## config.mk

```make
export PLATFORM = sky130hd
export DESIGN_NAME = pdl_ctrl
export DESIGN_NICKNAME = d
export VERILOG_FILES = /design/src/pdl_ctrl.v /design/src/pdl_wait_timer.v
export VERILOG_INCLUDE_DIRS = /design/src /design/src/src
export SDC_FILE = /design/constraint.sdc
export NUM_CORES = 1
export LEC_CHECK = 0
export BUFFER_PORTS_ARGS = -buffer_cell sky130_fd_sc_hd__buf_2
export CORE_UTILIZATION = 30
export CTS_CLUSTER_DIAMETER = 50
export CTS_CLUSTER_SIZE = 40
export DETAILED_ROUTE_END_ITERATION = 6
export GPL_ROUTABILITY_DRIVEN = 0
export PLACE_DENSITY_LB_ADDON = 0.12
export SYNTH_ARGS = -nofsm -noshare
export SYNTH_HDL_FRONTEND = slang
export SYNTH_SLANG_ARGS = --single-unit
```

## constraint.sdc

```tcl
create_clock -name clk_i -period 8.1 [get_ports clk_i]
set_input_delay 1.62 -clock clk_i [delete_from_list [all_inputs] [get_ports clk_i]]
set_output_delay 1.62 -clock clk_i [all_outputs]
set_load 0.01 [all_outputs]
```

## src/pdl_defines.vh

```
// Constants for the programmable delay line controller
`ifndef PDL_DEFINES_VH
`define PDL_DEFINES_VH

// Code width and highest code
`define PDL_CODE_W          6
`define PDL_CODE_MAX        6'h3F
// Delay step size in picoseconds (1 ns default variant)
`define PDL_STEP_PS         1000
// Clock period in picoseconds (100 MHz)
`define PDL_CLK_PS          10000
// Inherent delay in picoseconds
`define PDL_INHERENT_PS     9000
// Code to input setup time in picoseconds
`define PDL_CODE_SETUP_PS   5000
// Enable to input setup time in picoseconds
`define PDL_EN_SETUP_PS     2500
// Step count cycles, rounded up, at least one
`define PDL_STEP_CYC        ((`PDL_STEP_PS + `PDL_CLK_PS - 1) / `PDL_CLK_PS)
`define PDL_SETUP_CYC       ((`PDL_CODE_SETUP_PS + `PDL_CLK_PS - 1) / `PDL_CLK_PS)
`define PDL_EN_SETUP_CYC    ((`PDL_EN_SETUP_PS + `PDL_CLK_PS - 1) / `PDL_CLK_PS)
`define PDL_INHERENT_CYC    ((`PDL_INHERENT_PS + `PDL_CLK_PS - 1) / `PDL_CLK_PS)
// Counter width for waits
`define PDL_CNT_W           16

`endif

```

## src/pdl_ctrl.v

```verilog
// Host controller that drives a programmable delay line through its pins
// How it works
// Delay is inherent plus step times code
// Step size fixed per variant, 0.5-10ns
// Delay never falls as code rises
// Device gives true and inverted outputs
// Disable high forces outputs low and high
// Both disable pins always driven alike
// Code held steady while pulses run
// Wait rise-in-code times step before change
// Disable hold code times step, input low
// Violated waits may cause spurious edges
// Pulse width at least total delay
// Never pulses under tenth of total delay
`timescale 1ns/1ps
`include "pdl_defines.vh"
module pdl_ctrl #(
    parameter CODE_W   = `PDL_CODE_W,
    parameter STEP_CYC = `PDL_STEP_CYC,
    parameter CNT_W    = `PDL_CNT_W
) (
    // Clock and reset
    input  wire              clk_i,
    input  wire              resetn_i,
    // User requests
    input  wire              pulse_req_i,
    input  wire              code_req_i,
    input  wire [CODE_W-1:0] code_i,
    input  wire              dis_req_i,
    input  wire              en_req_i,
    output reg               ready_o,
    output reg               enabled_o,
    // Device output, asynchronous to clk_i
    input  wire              dev_out_i,
    output reg               edge_seen_o,
    // Device pins
    output reg               dl_in_o,
    output reg [CODE_W-1:0]  delay_select_code_o,
    output reg               out_disable_n_a_o,
    output reg               out_disable_n_b_o
);
    // State codes
    localparam ST_IDLE  = 3'h0;
    localparam ST_HIGH  = 3'h1;
    localparam ST_LOW   = 3'h2;
    localparam ST_WAIT  = 3'h3;
    localparam ST_DIS   = 3'h4;

    reg [2:0]       state_r;      // Sequencer state
    reg [2:0]       state_nxt;    // Next state
    reg             sync1_r;      // First synchroniser stage
    reg             sync2_r;      // Second synchroniser stage
    reg             sync3_r;      // Previous synchronised value
    reg             load;         // Timer load strobe
    reg [CNT_W-1:0] load_val;     // Timer load value
    wire            busy;         // Timer running
    reg [CODE_W-1:0] pend_code_r; // Code waiting to be applied
    reg             pend_r;       // A code change is pending
    reg             rise_waited_r; // Upward code wait already served
    wire [CODE_W-1:0] code_rise;  // How far the pending code climbs
    // Fixed waits kept 32 bits wide, cut to the counter width where used
    localparam [31:0] SETUP_WAIT = `PDL_SETUP_CYC + 1;
    localparam [31:0] EN_WAIT    = `PDL_EN_SETUP_CYC + 1;

    // Only a rise in code needs extra settle time before it lands;
    // a fall can never stretch an edge that is still in flight
    assign code_rise = (pend_code_r > delay_select_code_o) ?
                       (pend_code_r - delay_select_code_o) : {CODE_W{1'b0}};

    // Total delay in cycles for a code: inherent plus code steps
    function [CNT_W-1:0] delay_cyc;
        input [CODE_W-1:0] code;
        reg   [31:0]       full;
        begin
            full      = `PDL_INHERENT_CYC + code * STEP_CYC;
            delay_cyc = full[CNT_W-1:0];
        end
    endfunction

    // Step wait for a code distance
    function [CNT_W-1:0] step_wait;
        input [CODE_W-1:0] code;
        reg   [31:0]       full;
        begin
            full      = code * STEP_CYC + 1;
            step_wait = full[CNT_W-1:0];
        end
    endfunction

    // Settle timer
    pdl_wait_timer #(
        .CNT_W (CNT_W)
    ) u_timer (
        .clk_i    (clk_i),
        .resetn_i (resetn_i),
        .load_i   (load),
        .count_i  (load_val),
        .busy_o   (busy)
    );

    // Two flops before any logic reads the device output
    always @(posedge clk_i or negedge resetn_i) begin
        if (!resetn_i) begin
            sync1_r <= 1'b0;
            sync2_r <= 1'b0;
            sync3_r <= 1'b0;
        end else begin
            sync1_r <= dev_out_i;
            sync2_r <= sync1_r;
            sync3_r <= sync2_r;
        end
    end

    // Sequencer: pulse, wait, code change and disable
    always @* begin
        state_nxt = state_r;
        load      = 1'b0;
        load_val  = {CNT_W{1'b0}};
        case (state_r)
            ST_IDLE: begin
                if (!busy && dis_req_i && enabled_o) begin
                    state_nxt = ST_DIS;
                    load      = 1'b1;
                    load_val  = step_wait(delay_select_code_o);
                end else if (!busy && pend_r && !rise_waited_r) begin
                    // Old edges must clear the line before the code climbs
                    load     = 1'b1;
                    load_val = step_wait(code_rise);
                end else if (!busy && pend_r) begin
                    load     = 1'b1;
                    load_val = SETUP_WAIT[CNT_W-1:0];
                end else if (!busy && pulse_req_i && enabled_o) begin
                    // Width is the full delay in cycles plus one cycle, safely above a tenth of it
                    state_nxt = ST_HIGH;
                    load      = 1'b1;
                    load_val  = delay_cyc(delay_select_code_o);
                end
            end
            ST_HIGH: begin
                if (!busy) begin
                    state_nxt = ST_LOW;
                    load      = 1'b1;
                    load_val  = delay_cyc(delay_select_code_o);
                end
            end
            ST_LOW: begin
                // Falling edge must show on the device output before moving on
                if (!busy) begin
                    state_nxt = ST_WAIT;
                    load      = 1'b1;
                    load_val  = delay_cyc(delay_select_code_o) + {{(CNT_W-2){1'b0}}, 2'b10};
                end
            end
            ST_WAIT: begin
                if (!busy) begin
                    state_nxt = ST_IDLE;
                end
            end
            ST_DIS: begin
                if (!busy && en_req_i) begin
                    state_nxt = ST_IDLE;
                    load      = 1'b1;
                    load_val  = EN_WAIT[CNT_W-1:0];
                end
            end
            default: begin
                state_nxt = ST_IDLE;
            end
        endcase
    end

    // Registered pin drive and status
    always @(posedge clk_i or negedge resetn_i) begin
        if (!resetn_i) begin
            state_r             <= ST_IDLE;
            dl_in_o             <= 1'b0;
            delay_select_code_o <= {CODE_W{1'b0}};
            out_disable_n_a_o   <= 1'b1;
            out_disable_n_b_o   <= 1'b1;
            enabled_o           <= 1'b0;
            ready_o             <= 1'b0;
            edge_seen_o         <= 1'b0;
            pend_code_r         <= {CODE_W{1'b0}};
            pend_r              <= 1'b0;
            rise_waited_r       <= 1'b0;
        end else begin
            state_r     <= state_nxt;
            edge_seen_o <= sync2_r & ~sync3_r;
            dl_in_o     <= (state_nxt == ST_HIGH); // input low while disabled
            // Code captured here; the pins change only after the wait
            if (code_req_i && !pend_r) begin
                pend_code_r <= code_i;
                pend_r      <= 1'b1;
            end else if (state_r == ST_IDLE && !busy && pend_r && !(dis_req_i && enabled_o)) begin
                if (rise_waited_r) begin
                    // Rise wait served: the new code may land now
                    delay_select_code_o <= pend_code_r;
                    pend_r              <= 1'b0;
                    rise_waited_r       <= 1'b0;
                end else begin
                    // First pass only starts the rise wait
                    rise_waited_r <= 1'b1;
                end
            end
            // Both disable pins always from one decision
            if (state_nxt == ST_DIS) begin
                out_disable_n_a_o <= 1'b1;
                out_disable_n_b_o <= 1'b1;
                enabled_o         <= 1'b0;
            end else if (state_r == ST_IDLE && !busy && !enabled_o && en_req_i) begin
                out_disable_n_a_o <= 1'b0;
                out_disable_n_b_o <= 1'b0;
                enabled_o         <= 1'b1;
            end else if (state_r == ST_DIS && state_nxt == ST_IDLE) begin
                out_disable_n_a_o <= 1'b0;
                out_disable_n_b_o <= 1'b0;
                enabled_o         <= 1'b1;
            end
            // A code request being taken already makes the block busy
            ready_o <= (state_nxt == ST_IDLE) && !load && !busy && !pend_r && !code_req_i;
        end
    end

    // true and inverted outputs are the device's; only the true one is watched
endmodule

```

## src/pdl_wait_timer.v

```verilog
// Down counter that times settle waits in clock cycles
`timescale 1ns/1ps
module pdl_wait_timer #(
    parameter CNT_W = 16
) (
    // Clock and reset
    input  wire             clk_i,
    input  wire             resetn_i,
    // Load and status
    input  wire             load_i,
    input  wire [CNT_W-1:0] count_i,
    output reg              busy_o
);
    reg [CNT_W-1:0] cnt_r;  // Remaining cycles

    // Load wins over counting so a fresh wait is never shortened
    always @(posedge clk_i or negedge resetn_i) begin
        if (!resetn_i) begin
            cnt_r  <= {CNT_W{1'b0}};
            busy_o <= 1'b0;
        end else if (load_i) begin
            cnt_r  <= count_i;
            busy_o <= (count_i != {CNT_W{1'b0}});
        end else if (cnt_r != {CNT_W{1'b0}}) begin
            cnt_r  <= cnt_r - {{(CNT_W-1){1'b0}}, 1'b1};
            busy_o <= (cnt_r != {{(CNT_W-1){1'b0}}, 1'b1});
        end else begin
            busy_o <= 1'b0;
        end
    end
endmodule

```

Word level (Yosys, flattened, before mapping) --
Cells that the tools add are included.
Cells by class: add/subtract/negate cells 5, multipliers 0, divide/modulo/power cells 0, order comparisons 1, eq/ne operators 7, shifts and indexed selects 0, muxes and demuxes 39, bitwise logic cells 3, reduce and logical (&&, ||, !) cells 38
Operators by type and width (number):
- 7-bit two-way mux | 5
- 16-bit two-way mux | 2
- 8-bit case mux with 4 select lines | 1
- 16-bit nonzero test | 2
- 3-bit two-way mux | 8
- 1-bit logical AND | 19
- 1-bit two-way mux | 18
- 16-bit by 1-bit != test with 1-bit output (second input constant) | 1
- 16-bit by 1-bit subtractor with 16-bit output (second input constant) | 1
- 3-bit case mux with 5 select lines | 1
- 7-bit by 2-bit adder with 8-bit output (second input constant) | 1
- 8-bit two-way mux | 1
- 1-bit by 6-bit adder with 7-bit output (first input constant) | 1
- 6-bit by 1-bit adder with 7-bit output (second input constant) | 1
- 1-bit logical NOT | 7
- 3-bit by 1-bit equality test with 1-bit output (second input constant) | 2
- 3-bit by 2-bit equality test with 1-bit output (second input constant) | 2
- 3-bit equality test (second input constant) | 2
- 6-bit greater-than comparator | 1
- 3-bit logical NOT | 2
- 6-bit two-way mux | 1
- 2-bit nonzero test | 3
- 6-bit subtractor | 1
- 2-bit AND reduction | 2
- other kinds (7) | 8
Word-level totals: flip-flop bits (word level) 42, bits in latches 0, RAM bits 0, ROM bits 0, bits of input ports 13, output and inout bits 12, memories 0

Depth between registers and ports, before layout --
Gate-level depths: netlist of the first run.
word-level depth 13, mapped depth 13

Hierarchy --
Synthesis of the first run repeated with hierarchy kept, for this count alone.
Unflattened totals: cells, all modules 329, area total of the unflattened synthesis 2859.0 µm²
Modules (own cells, without submodules):
- pdl_ctrl | times used 1, cells each 211, area an instance 1776.7 µm², seq. area each 626.9 µm²
- pdl_wait_timer | times used 1, cells each 118, area an instance 1082.3 µm², seq. area each 425.4 µm²

Least setup slack after synthesis of the first run --
No wires, ideal clock.
path type reg-to-reg, from register delay_select_code_o[0], to register u_timer.busy_o, setup time 0.131 ns, data arrival time 2.772 ns, setup slack 5.197 ns, cell stages (with the launch flop) 13, buffers on the path 0, period minus slack after synthesis 2.903 ns, path through dfrtp_1 ha_1 inv_1 fa_1 a21o_1 a221oi_1 nor2_1 ha_1 nor3b_1 o32a_1 o2111ai_1 nor4_1 a31oi_1
On the way: longest elaborated chain between the ends 8
Ends and longest elaborated chain:
- start, declared | line pdl_ctrl.v:38 | output reg [CODE_W-1:0] delay_select_code_o,
- start signal, assigned | line pdl_ctrl.v:177 | delay_select_code_o <= {CODE_W{1'b0}};
- start signal, assigned | line pdl_ctrl.v:197 | delay_select_code_o <= pend_code_r;
- 6-bit subtractor, or another cell as far along | line pdl_ctrl.v:68 | (pend_code_r - delay_select_code_o) : {CODE_W{1'b0}};
- 6-bit two-way mux or 7-bit two-way mux (tied branches) | line pdl_ctrl.v:67, pdl_ctrl.v:132
- 6-bit by 1-bit adder with 7-bit output or 7-bit two-way mux (tied branches) | line pdl_ctrl.v:85, pdl_ctrl.v:129
- 7-bit two-way mux | line pdl_ctrl.v:125 | end else if (!busy && pend_r && !rise_waited_r) begin
- 7-bit two-way mux | line pdl_ctrl.v:121 | if (!busy && dis_req_i && enabled_o) begin
- 8-bit case mux with 4 select lines * | line pdl_ctrl.v:119 | case (state_r)
- 16-bit nonzero test * | line pdl_wait_timer.v:23 | busy_o <= (count_i != {CNT_W{1'b0}});
- 1-bit two-way mux * | line pdl_wait_timer.v:21 | end else if (load_i) begin
- end signal, assigned | line pdl_wait_timer.v:23
- end signal, assigned | line pdl_wait_timer.v:26 | busy_o <= (cnt_r != {{(CNT_W-1){1'b0}}, 1'b1});
- end, declared | line pdl_wait_timer.v:12 | output reg busy_o
Mark *: on every way between the ends. The rest lies on a longest branch, timed or not. A chain may end at the register's enable or synchronous reset.

Final worst setup path of the first run --
Ends and elaborated chain as after synthesis.

==> results of run 1 <==
==> placed cells by master, fill, tap and decap left out, drive strengths merged, types with 2 or more instances in the layout <==
| cell type | count |
|---|---|
| a21o | 5 |
| xnor3 | 3 |
| o211ai | 2 |
| nor3 | 10 |
| nand2 | 23 |
| nand3 | 8 |
| nand4 | 3 |
| dfrtp | 41 |
| mux2 | 10 |
| or4 | 3 |
| clkbuf | 7 |
| xor2 | 8 |
| nor2b | 7 |
| nor2 | 37 |
| inv | 13 |
| o32a | 4 |
| xnor2 | 21 |
| o21ai | 11 |
| and3 | 4 |
| buf | 25 |
| a21oi | 12 |
| or3 | 4 |
| o21a | 3 |
| nor4 | 2 |
| o31ai | 2 |
| ha | 11 |
| nor3b | 4 |
| nand2b | 11 |
| a211oi | 2 |
==> power groups by stage <==
stage	Sequential (mW)	Clock, mW	Combinational, mW
2_1_floorplan	0.365	0	0.598
3_3_place_gp	0.396	0	0.760
3_5_place_dp	0.397	0	0.757
4_1_cts	0.394	0.158	0.764
5_1_grt	0.409	0.165	0.856
6_report	0.391	0.153	0.761
==> routing by layer <==
metal | track usage | vias to the layer above | wire [µm]
li1 | - | 1073 | -
met1 | 0.217 | 1046 | 3390
met2 | 0.219 | 36 | 2770
met3 | 0.0259 | 6 | 188
met4 | 0.0402 | 0 | 65
met5 | 0 | - | 0
==> worst paths after layout <==
kind                            slack (ps)  cells after the start             end              startpoint
min in group asynchronous             1450                      1      state_r[2]                resetn_i
max in group asynchronous             6030                      1         ready_o                resetn_i
worst max register to register        4660                     12  u_timer.busy_o  delay_select_code_o[0]
worst min-delay path                   370                      0         sync2_r                 sync1_r
worst max-delay path                  4660                     12  u_timer.busy_o  delay_select_code_o[0]
worst min register to register         370                      0         sync2_r                 sync1_r
==> flip-flops by register name, summed over array words and instances, names as in the netlist, 3 cells and up <==
name,count
pend_code_r,6
u_timer.cnt_r,16
state_r,3
delay_select_code_o,6
==> layout make-up <==
class | count | share of cell area
Clock inverter | 1 | 0.00288
Tap cell | 108 | 0.0445
Clock buffer | 7 | 0.0284
Timing Repair Buffer | 25 | 0.0420
Multi-Input combinational cell | 229 | 0.521
Sequential cell | 42 | 0.347
Inverter | 12 | 0.0148
==> synthesized netlist by cell type, types with 2 or more instances <==
library cell	n	area, µm²
clkbuf_1	6	22.5
a21o_1	5	37.5
nand2b_1	11	68.8
inv_1	10	37.5
nor4_1	2	12.5
o32a_1	4	40.0
nand2_1	23	86.3
xnor3_1	3	67.6
nand3_1	8	40.0
and3_1	3	18.8
mux2_1	5	56.3
a21oi_1	12	60.1
or3_1	3	18.8
dfrtp_1	41	1030
ha_1	11	138
nand4_1	3	18.8
nor3b_1	4	30.0
xor2_1	8	70.1
a211oi_1	2	15.0
o31ai_1	2	15.0
or4_1	2	15.0
o211ai_1	2	15.0
o21ai_1	6	30.0
nor2_1	37	139
xnor2_1	21	184
o21ai_0	5	25.0
nor2b_1	7	43.8
inv_2	2	7.51
mux2_2	5	56.3
nor3_1	10	50.1
o21a_1	3	22.5
==> metrics by stage <==
step | instance area, µm² | utilization | cells | setup WS (ps)
after global placement | 2940 | 0.336 | 416 | 4790
after detailed placement | 2940 | 0.336 | 416 | 4690
after CTS | 3040 | 0.347 | 424 | 4670
after global routing | 3040 | 0.347 | 424 | 4400
after floorplan | 2720 | - | 292 | 5200
final | 3040 | 0.347 | 424 | 4660
==> critical path: stages (launching register included) <==
cell and delay, ps:
dfrtp_1 520, ha_1 210, inv_1 50, fa_1 390, a21o_1 190, a221oi_1 580
nor2_1 150, ha_1 340, nor3b_1 190, o32a_1 250, o2111ai_1 120, nor4_1 200
a31oi_1 130
==> logic make-up after synthesis <==
| kind of cell | count (synthesis) |
|---|---|
| AOI/OAI and AO/OA | 52 |
| xor gates and xnor gates | 32 |
| adders and majority gates | 12 |
| buffers and inverters | 21 |
| DFF | 42 |
| muxes | 11 |
| and+or+nand+nor | 122 |
==> impl_summary.log, run 1 <==
INFO  metric std_cell_rows = 34
INFO  metric portBuffers = 24
INFO  metric floorplan.die.width = roughly 97 µm
INFO  metric slew_viol_final = 0
INFO  metric die_area = 9440 µm²
INFO  metric sequential_cell_area = between 1000 and 1500 µm²
INFO  metric worstHoldPathType = flip-flop to flip-flop
INFO  metric grtUsageTotal = 0.147
INFO  metric cts.root.buffer_cell = clkbuf_8
INFO  metric share_of_synthesized_area_occupied_by_flip_flops_and_latches = 0.387
INFO  metric design.portCount = 25
INFO  metric run_status = complete, no violations
INFO  metric layout-area-overhead-vs-synth = 11.7%
INFO  metric synth.mux.area_fraction = 0.0451
INFO  metric ys_types = 57
INFO  metric postSynthAreaPerCell = slightly above 9 µm²
INFO  metric grt_first_pass_wirelength = 11100 µm
INFO  metric tritoncts = done
INFO  metric largest_family_of_logic_cells_by_synthesized_area = simple AND/OR/NAND/NOR gates
INFO  metric count_of_flip_flops_with_a_built_in_enable_after_synthesis = 0
INFO  metric kind_of_critical_path = flip-flop to flip-flop
INFO  metric synth_nets = 317
INFO  metric number_of_drc_violations_after_detailed_routing_iteration_0 = 84
INFO  metric fin_total_pwr = around 1.3 mW
INFO  metric cts_resized = 0
INFO  metric ys_seq_elements = 42
INFO  metric clk_pin_slew = ~90 ps
INFO  metric drive_gt1_frac = 0.139
INFO  metric count_of_hold_fix_buffers_inserted_at_cts = 0
INFO  metric pwr-share-seq = 0.300
INFO  metric finalClockSkew = 9.99 ps
INFO  metric drt-total-wl = 6410 µm
INFO  metric firstDrtPassIters = 4
INFO  metric cp_data_required_time = slightly above 8000 ps
INFO  metric cts-buffers-inserted = 5
INFO  metric core_area = 8760 µm²
INFO  metric max_freq = 0.291 GHz
INFO  metric launching_element_type_of_the_critical_path = flip-flop
INFO  metric timing.critical_path.arrival = 3620 ps
INFO  metric vdd_ir_max = 0.000181 V
INFO  metric filler_cell_count = between 900 and 1000
INFO  metric clock_latency_on_the_worst_skew_pair = between 300 and 400 ps
INFO  metric p_clk_frac = 0.117
INFO  metric maxCapViolCount = 0
INFO  metric detail_route.drc_violations = 0
INFO  metric share_comb_of_total_power = 0.583
INFO  metric number_of_warnings_printed_during_yosys_synthesis = 0
INFO  metric detail-route-antenna-nets = 0
INFO  metric fin_hold_ws = 371 ps
INFO  metric synthesis.instances = around 290
INFO  metric worstMarginPinSlew = 970 ps
INFO  metric setup_violations = 0
INFO  metric cts_htree_levels = 2
INFO  metric final.setup.tns = 0 ps
INFO  metric final.period_utilization = 0.425
INFO  metric cts_max_path_buffers = 2
INFO  metric largest_net_degree_at_the_start_of_global_routing = 43
INFO  metric grt_overflow_total = 0
INFO  metric cts.sink_count = between 40 and 50
INFO  metric die_h = 97.2 µm
INFO  metric cts.repair_timing.setup_buffer_count = 0
INFO  metric area_of_the_multi_input_gates = ~1600 µm²
INFO  metric async_reset_ff_frac = 1.00
INFO  metric via_count_of_the_first_global_routing_pass = about 2200
INFO  metric synth_compound_area_frac = 0.131
INFO  metric finalHoldViolations = 0
INFO  metric summed_instance_area_of_the_synthesized_netlist = between 2000 and 3000 µm²
INFO  metric power_per_cell_area = 430 nW/µm²
INFO  metric layout.nets = 340
INFO  metric min_tclk_post_route = 3440 ps
INFO  metric grt_antenna_before_repair = 0
INFO  metric postSynth.topFlopCell = dfrtp_1
INFO  metric synth_xor_area_frac = 0.118
INFO  metric detail_route.wl_per_cell = 15.1 µm
INFO  metric synth_simple_gate_area_share = 0.229
INFO  metric power_report.internal_total = around 0.72 mW
INFO  metric net_sw_power = 0.584 mW
INFO  metric start_util = 0.310
INFO  metric grt_setup_unrepaired = false
INFO  metric power.share.switching = 0.448
INFO  metric detailedPlacementHpwl = roughly 4800 µm
INFO  metric critPathCaptureType = flip-flop
INFO  metric post_drt_via_cell_ratio = a little over 5
INFO  metric arithmetic_cell_share_of_the_synthesized_area_counting_full_adders_half_adders_and_majority_gates = 0.0580
INFO  metric slew_headroom = 0.354
INFO  metric via_count = between 2000 and 2500
INFO  metric critical_path_peak_fanout = 8
INFO  metric leakagePower = 1.31 nW
INFO  metric inserted_diodes = 0
Note: power is estimated with default switching activity, not from simulation.
==> run 2: changes to the inputs <==
==> constraint.sdc (replaced) <==
create_clock -name clk_i -period 3.1 [get_ports clk_i]
set_input_delay 0.62 -clock clk_i [delete_from_list [all_inputs] [get_ports clk_i]]
set_output_delay 0.62 -clock clk_i [all_outputs]
set_load 0.01 [all_outputs]
==> run 2 against run 1 <==
  * Cell area grew 4.9%
  * Maximum frequency up 15%
  * Setup slack got worse by 4600 ps
  * Clock skew decreased by 2.2 ps
  * Utilization is 1.7 points higher
  * Global-route usage down 0.11 points
  * Sequential share of layout area shrank 1.6 points
  * Clock-buffer cell count is 1 lower
  * Critical path type unchanged
  * Largest cell class unchanged
  * Highest routed layer unchanged
==> impl_summary.log, run 2 (synthesis gave the netlist of run 1 again) <==
INFO  metric run_status = complete, no violations
INFO  metric design.portCount = 25
INFO  metric slew_headroom = 0.332
INFO  metric post_drt_via_cell_ratio = about 5.0
INFO  metric tritoncts = done
INFO  metric power.share.switching = 0.434
INFO  metric detail_route.wl_per_cell = roughly 15 µm
INFO  metric leakagePower = approximately 1.4 nW
INFO  metric dpl.cell_count = approximately 420
INFO  metric worstHoldPathType = flip-flop to flip-flop
INFO  metric finalWorstSetupSlack = roughly 96 ps
INFO  metric share_comb_of_total_power = 0.615
INFO  metric grtUsageTotal = 0.146
INFO  metric portBuffers = 24
INFO  metric pre_cts_ws = roughly 60 ps
INFO  metric launching_element_type_of_the_critical_path = flip-flop
INFO  metric grt_first_pass_wirelength = 10800 µm
INFO  metric cts_max_path_buffers = 2
INFO  metric grt_antenna_before_repair = 0
INFO  metric critical_path_peak_fanout = 3
INFO  metric cp_data_required_time = around 3300 ps
INFO  metric grt_overflow_total = 0
INFO  metric vdd_ir_max = 0.000570 V
INFO  metric detail-route-antenna-nets = 0
INFO  metric clock_latency_on_the_worst_skew_pair = ~300 ps
INFO  metric cts-buffers-inserted = 5
INFO  metric grt_setup_unrepaired = true
INFO  metric cts.sink_count = 42
INFO  metric holdPathStages = 0
INFO  metric worstMarginPinSlew = between 1000 and 1500 ps
INFO  metric min_tclk_post_route = around 3000 ps
INFO  metric setup_violations = 0
INFO  metric final_util = 0.363
INFO  metric layout-area-overhead-vs-synth = 17.2%
INFO  metric inserted_diodes = 0
INFO  metric via_count = around 2200
INFO  metric drt-total-wl = about 6600 µm
INFO  metric p_clk_frac = 0.119
INFO  metric number_of_drc_violations_after_detailed_routing_iteration_0 = 49
INFO  metric firstDrtPassIters = 4
INFO  metric top_register = u_timer.cnt_r
INFO  metric largest_net_degree_at_the_start_of_global_routing = 43
INFO  metric drive_gt1_frac = 0.196
INFO  metric die_h = 97.2 µm
INFO  metric max_freq = 0.333 GHz
INFO  metric start_util = 0.310
INFO  metric largest_registers = u_timer.cnt_r: 16 flops, delay_select_code_o: 6 flops, pend_code_r: 6 flops
INFO  metric layout_commonest_cell = dfrtp_1
INFO  metric cts_htree_levels = 2
INFO  metric fin_hold_ws = ~350 ps
INFO  metric critPathCaptureType = flip-flop
INFO  metric via_count_of_the_first_global_routing_pass = 2111
INFO  metric kind_of_critical_path = flip-flop to flip-flop
INFO  metric die_area = 9440 µm²
INFO  metric slew_viol_final = 0
INFO  metric final_cell_count_no_fill = 434
INFO  metric finalHoldViolations = 0
INFO  metric detail_route.drc_violations = 0
INFO  metric std_cell_rows = 34
INFO  metric detailedPlacementHpwl = around 4800 µm
INFO  metric finalClockSkew = between 7 and 8 ps
INFO  metric pwr-share-seq = 0.266
INFO  metric power_per_cell_area = ~1200 nW/µm²
INFO  metric largest_register_ff_count = 16
INFO  metric net_sw_power = roughly 1.6 mW
INFO  metric floorplan.die.width = roughly 97 µm
INFO  metric layout.nets = 350
INFO  metric power_report.internal_total = around 2.1 mW
INFO  metric cts.root.buffer_cell = clkbuf_8
INFO  metric maxCapViolCount = 0
INFO  metric layout.cells.most_common_list = dfrtp_1, nor2_1, buf_2
INFO  metric final.period_utilization = 0.969
INFO  metric clk_pin_slew = roughly 90 ps
INFO  metric timing.critical_path.arrival = roughly 3200 ps
INFO  metric core_area = 8760 µm²
INFO  metric reg2reg_depth = 13
[run 2: timing repair]
item,CTS,global route
endpoints found under the setup margin,0,1
hold buffers,0,0
hold endpoints to repair,0,0
gates resized for setup,0,12
buffers inserted,0,4
[run 2: routing by layer]
metal  track usage  vias up  routed length [µm]
li1              -     1093                   -
met2         0.219       39                2950
met4        0.0436        0                  81
met1         0.210     1034                3290
met3        0.0317        8                 250
met5             0        -                   0
[run 2: power by group through the flow]
stage / clock network, mW / registers, mW / logic, mW
after CTS: 0.461 / 0.987 / 2.12
final: 0.443 / 0.991 / 2.29
after global routing: 0.482 / 1.03 / 2.56
after floorplan: 0 / 0.953 / 1.56
after detailed placement: 0 / 0.997 / 2.10
after global placement: 0 / 0.993 / 2.11
[run 2: cell type report]
| cell class | count | area, µm² |
|---|---|---|
| Fill cell | 917 | 5580 |
| Timing Repair Buffer | 35 | 203 |
| Inverter | 12 | 45.0 |
| Sequential cell | 42 | 1050 |
| Tap cell | 108 | 135 |
| Clock buffer | 6 | 72.6 |
| Multi-Input combinational cell | 229 | 1640 |
| Clock inverter | 2 | 37.5 |
[run 2: path summary, 6_finish.rpt]
check                                          to           start  slack (ps)
hold reg to reg                           sync2_r         sync1_r         350
setup / recovery                   u_timer.busy_o  pend_code_r[0]         100
hold / removal                            sync2_r         sync1_r         350
setup reg to reg                   u_timer.busy_o  pend_code_r[0]         100
min in group asynchronous  delay_select_code_o[3]        resetn_i         490
max in group asynchronous        u_timer.cnt_r[6]        resetn_i        1990
[run 2: stage by stage]
stage | TNS [ps] | cell area, µm² | power (mW)
final | 0 | 3180 | 3.72
after global routing | -52.7 | 3180 | 4.07
after CTS | 0 | 3100 | 3.57
after detailed placement | 0 | 2990 | 3.09
after global placement | 0 | 2990 | 3.11
after floorplan | 0 | 2720 | 2.52
[run 2: worst max-delay path: stages (launching register included)]
cell and delay, ps:
dfrtp_1 380, inv_2 80, ha_4 130, inv_2 40, fa_2 400, a21o_1 220, a221oi_4 370, nor2_2 80
ha_1 320, nor3b_2 180, o32a_1 220, o2111ai_2 120, nor4_2 230, a31oi_1 100
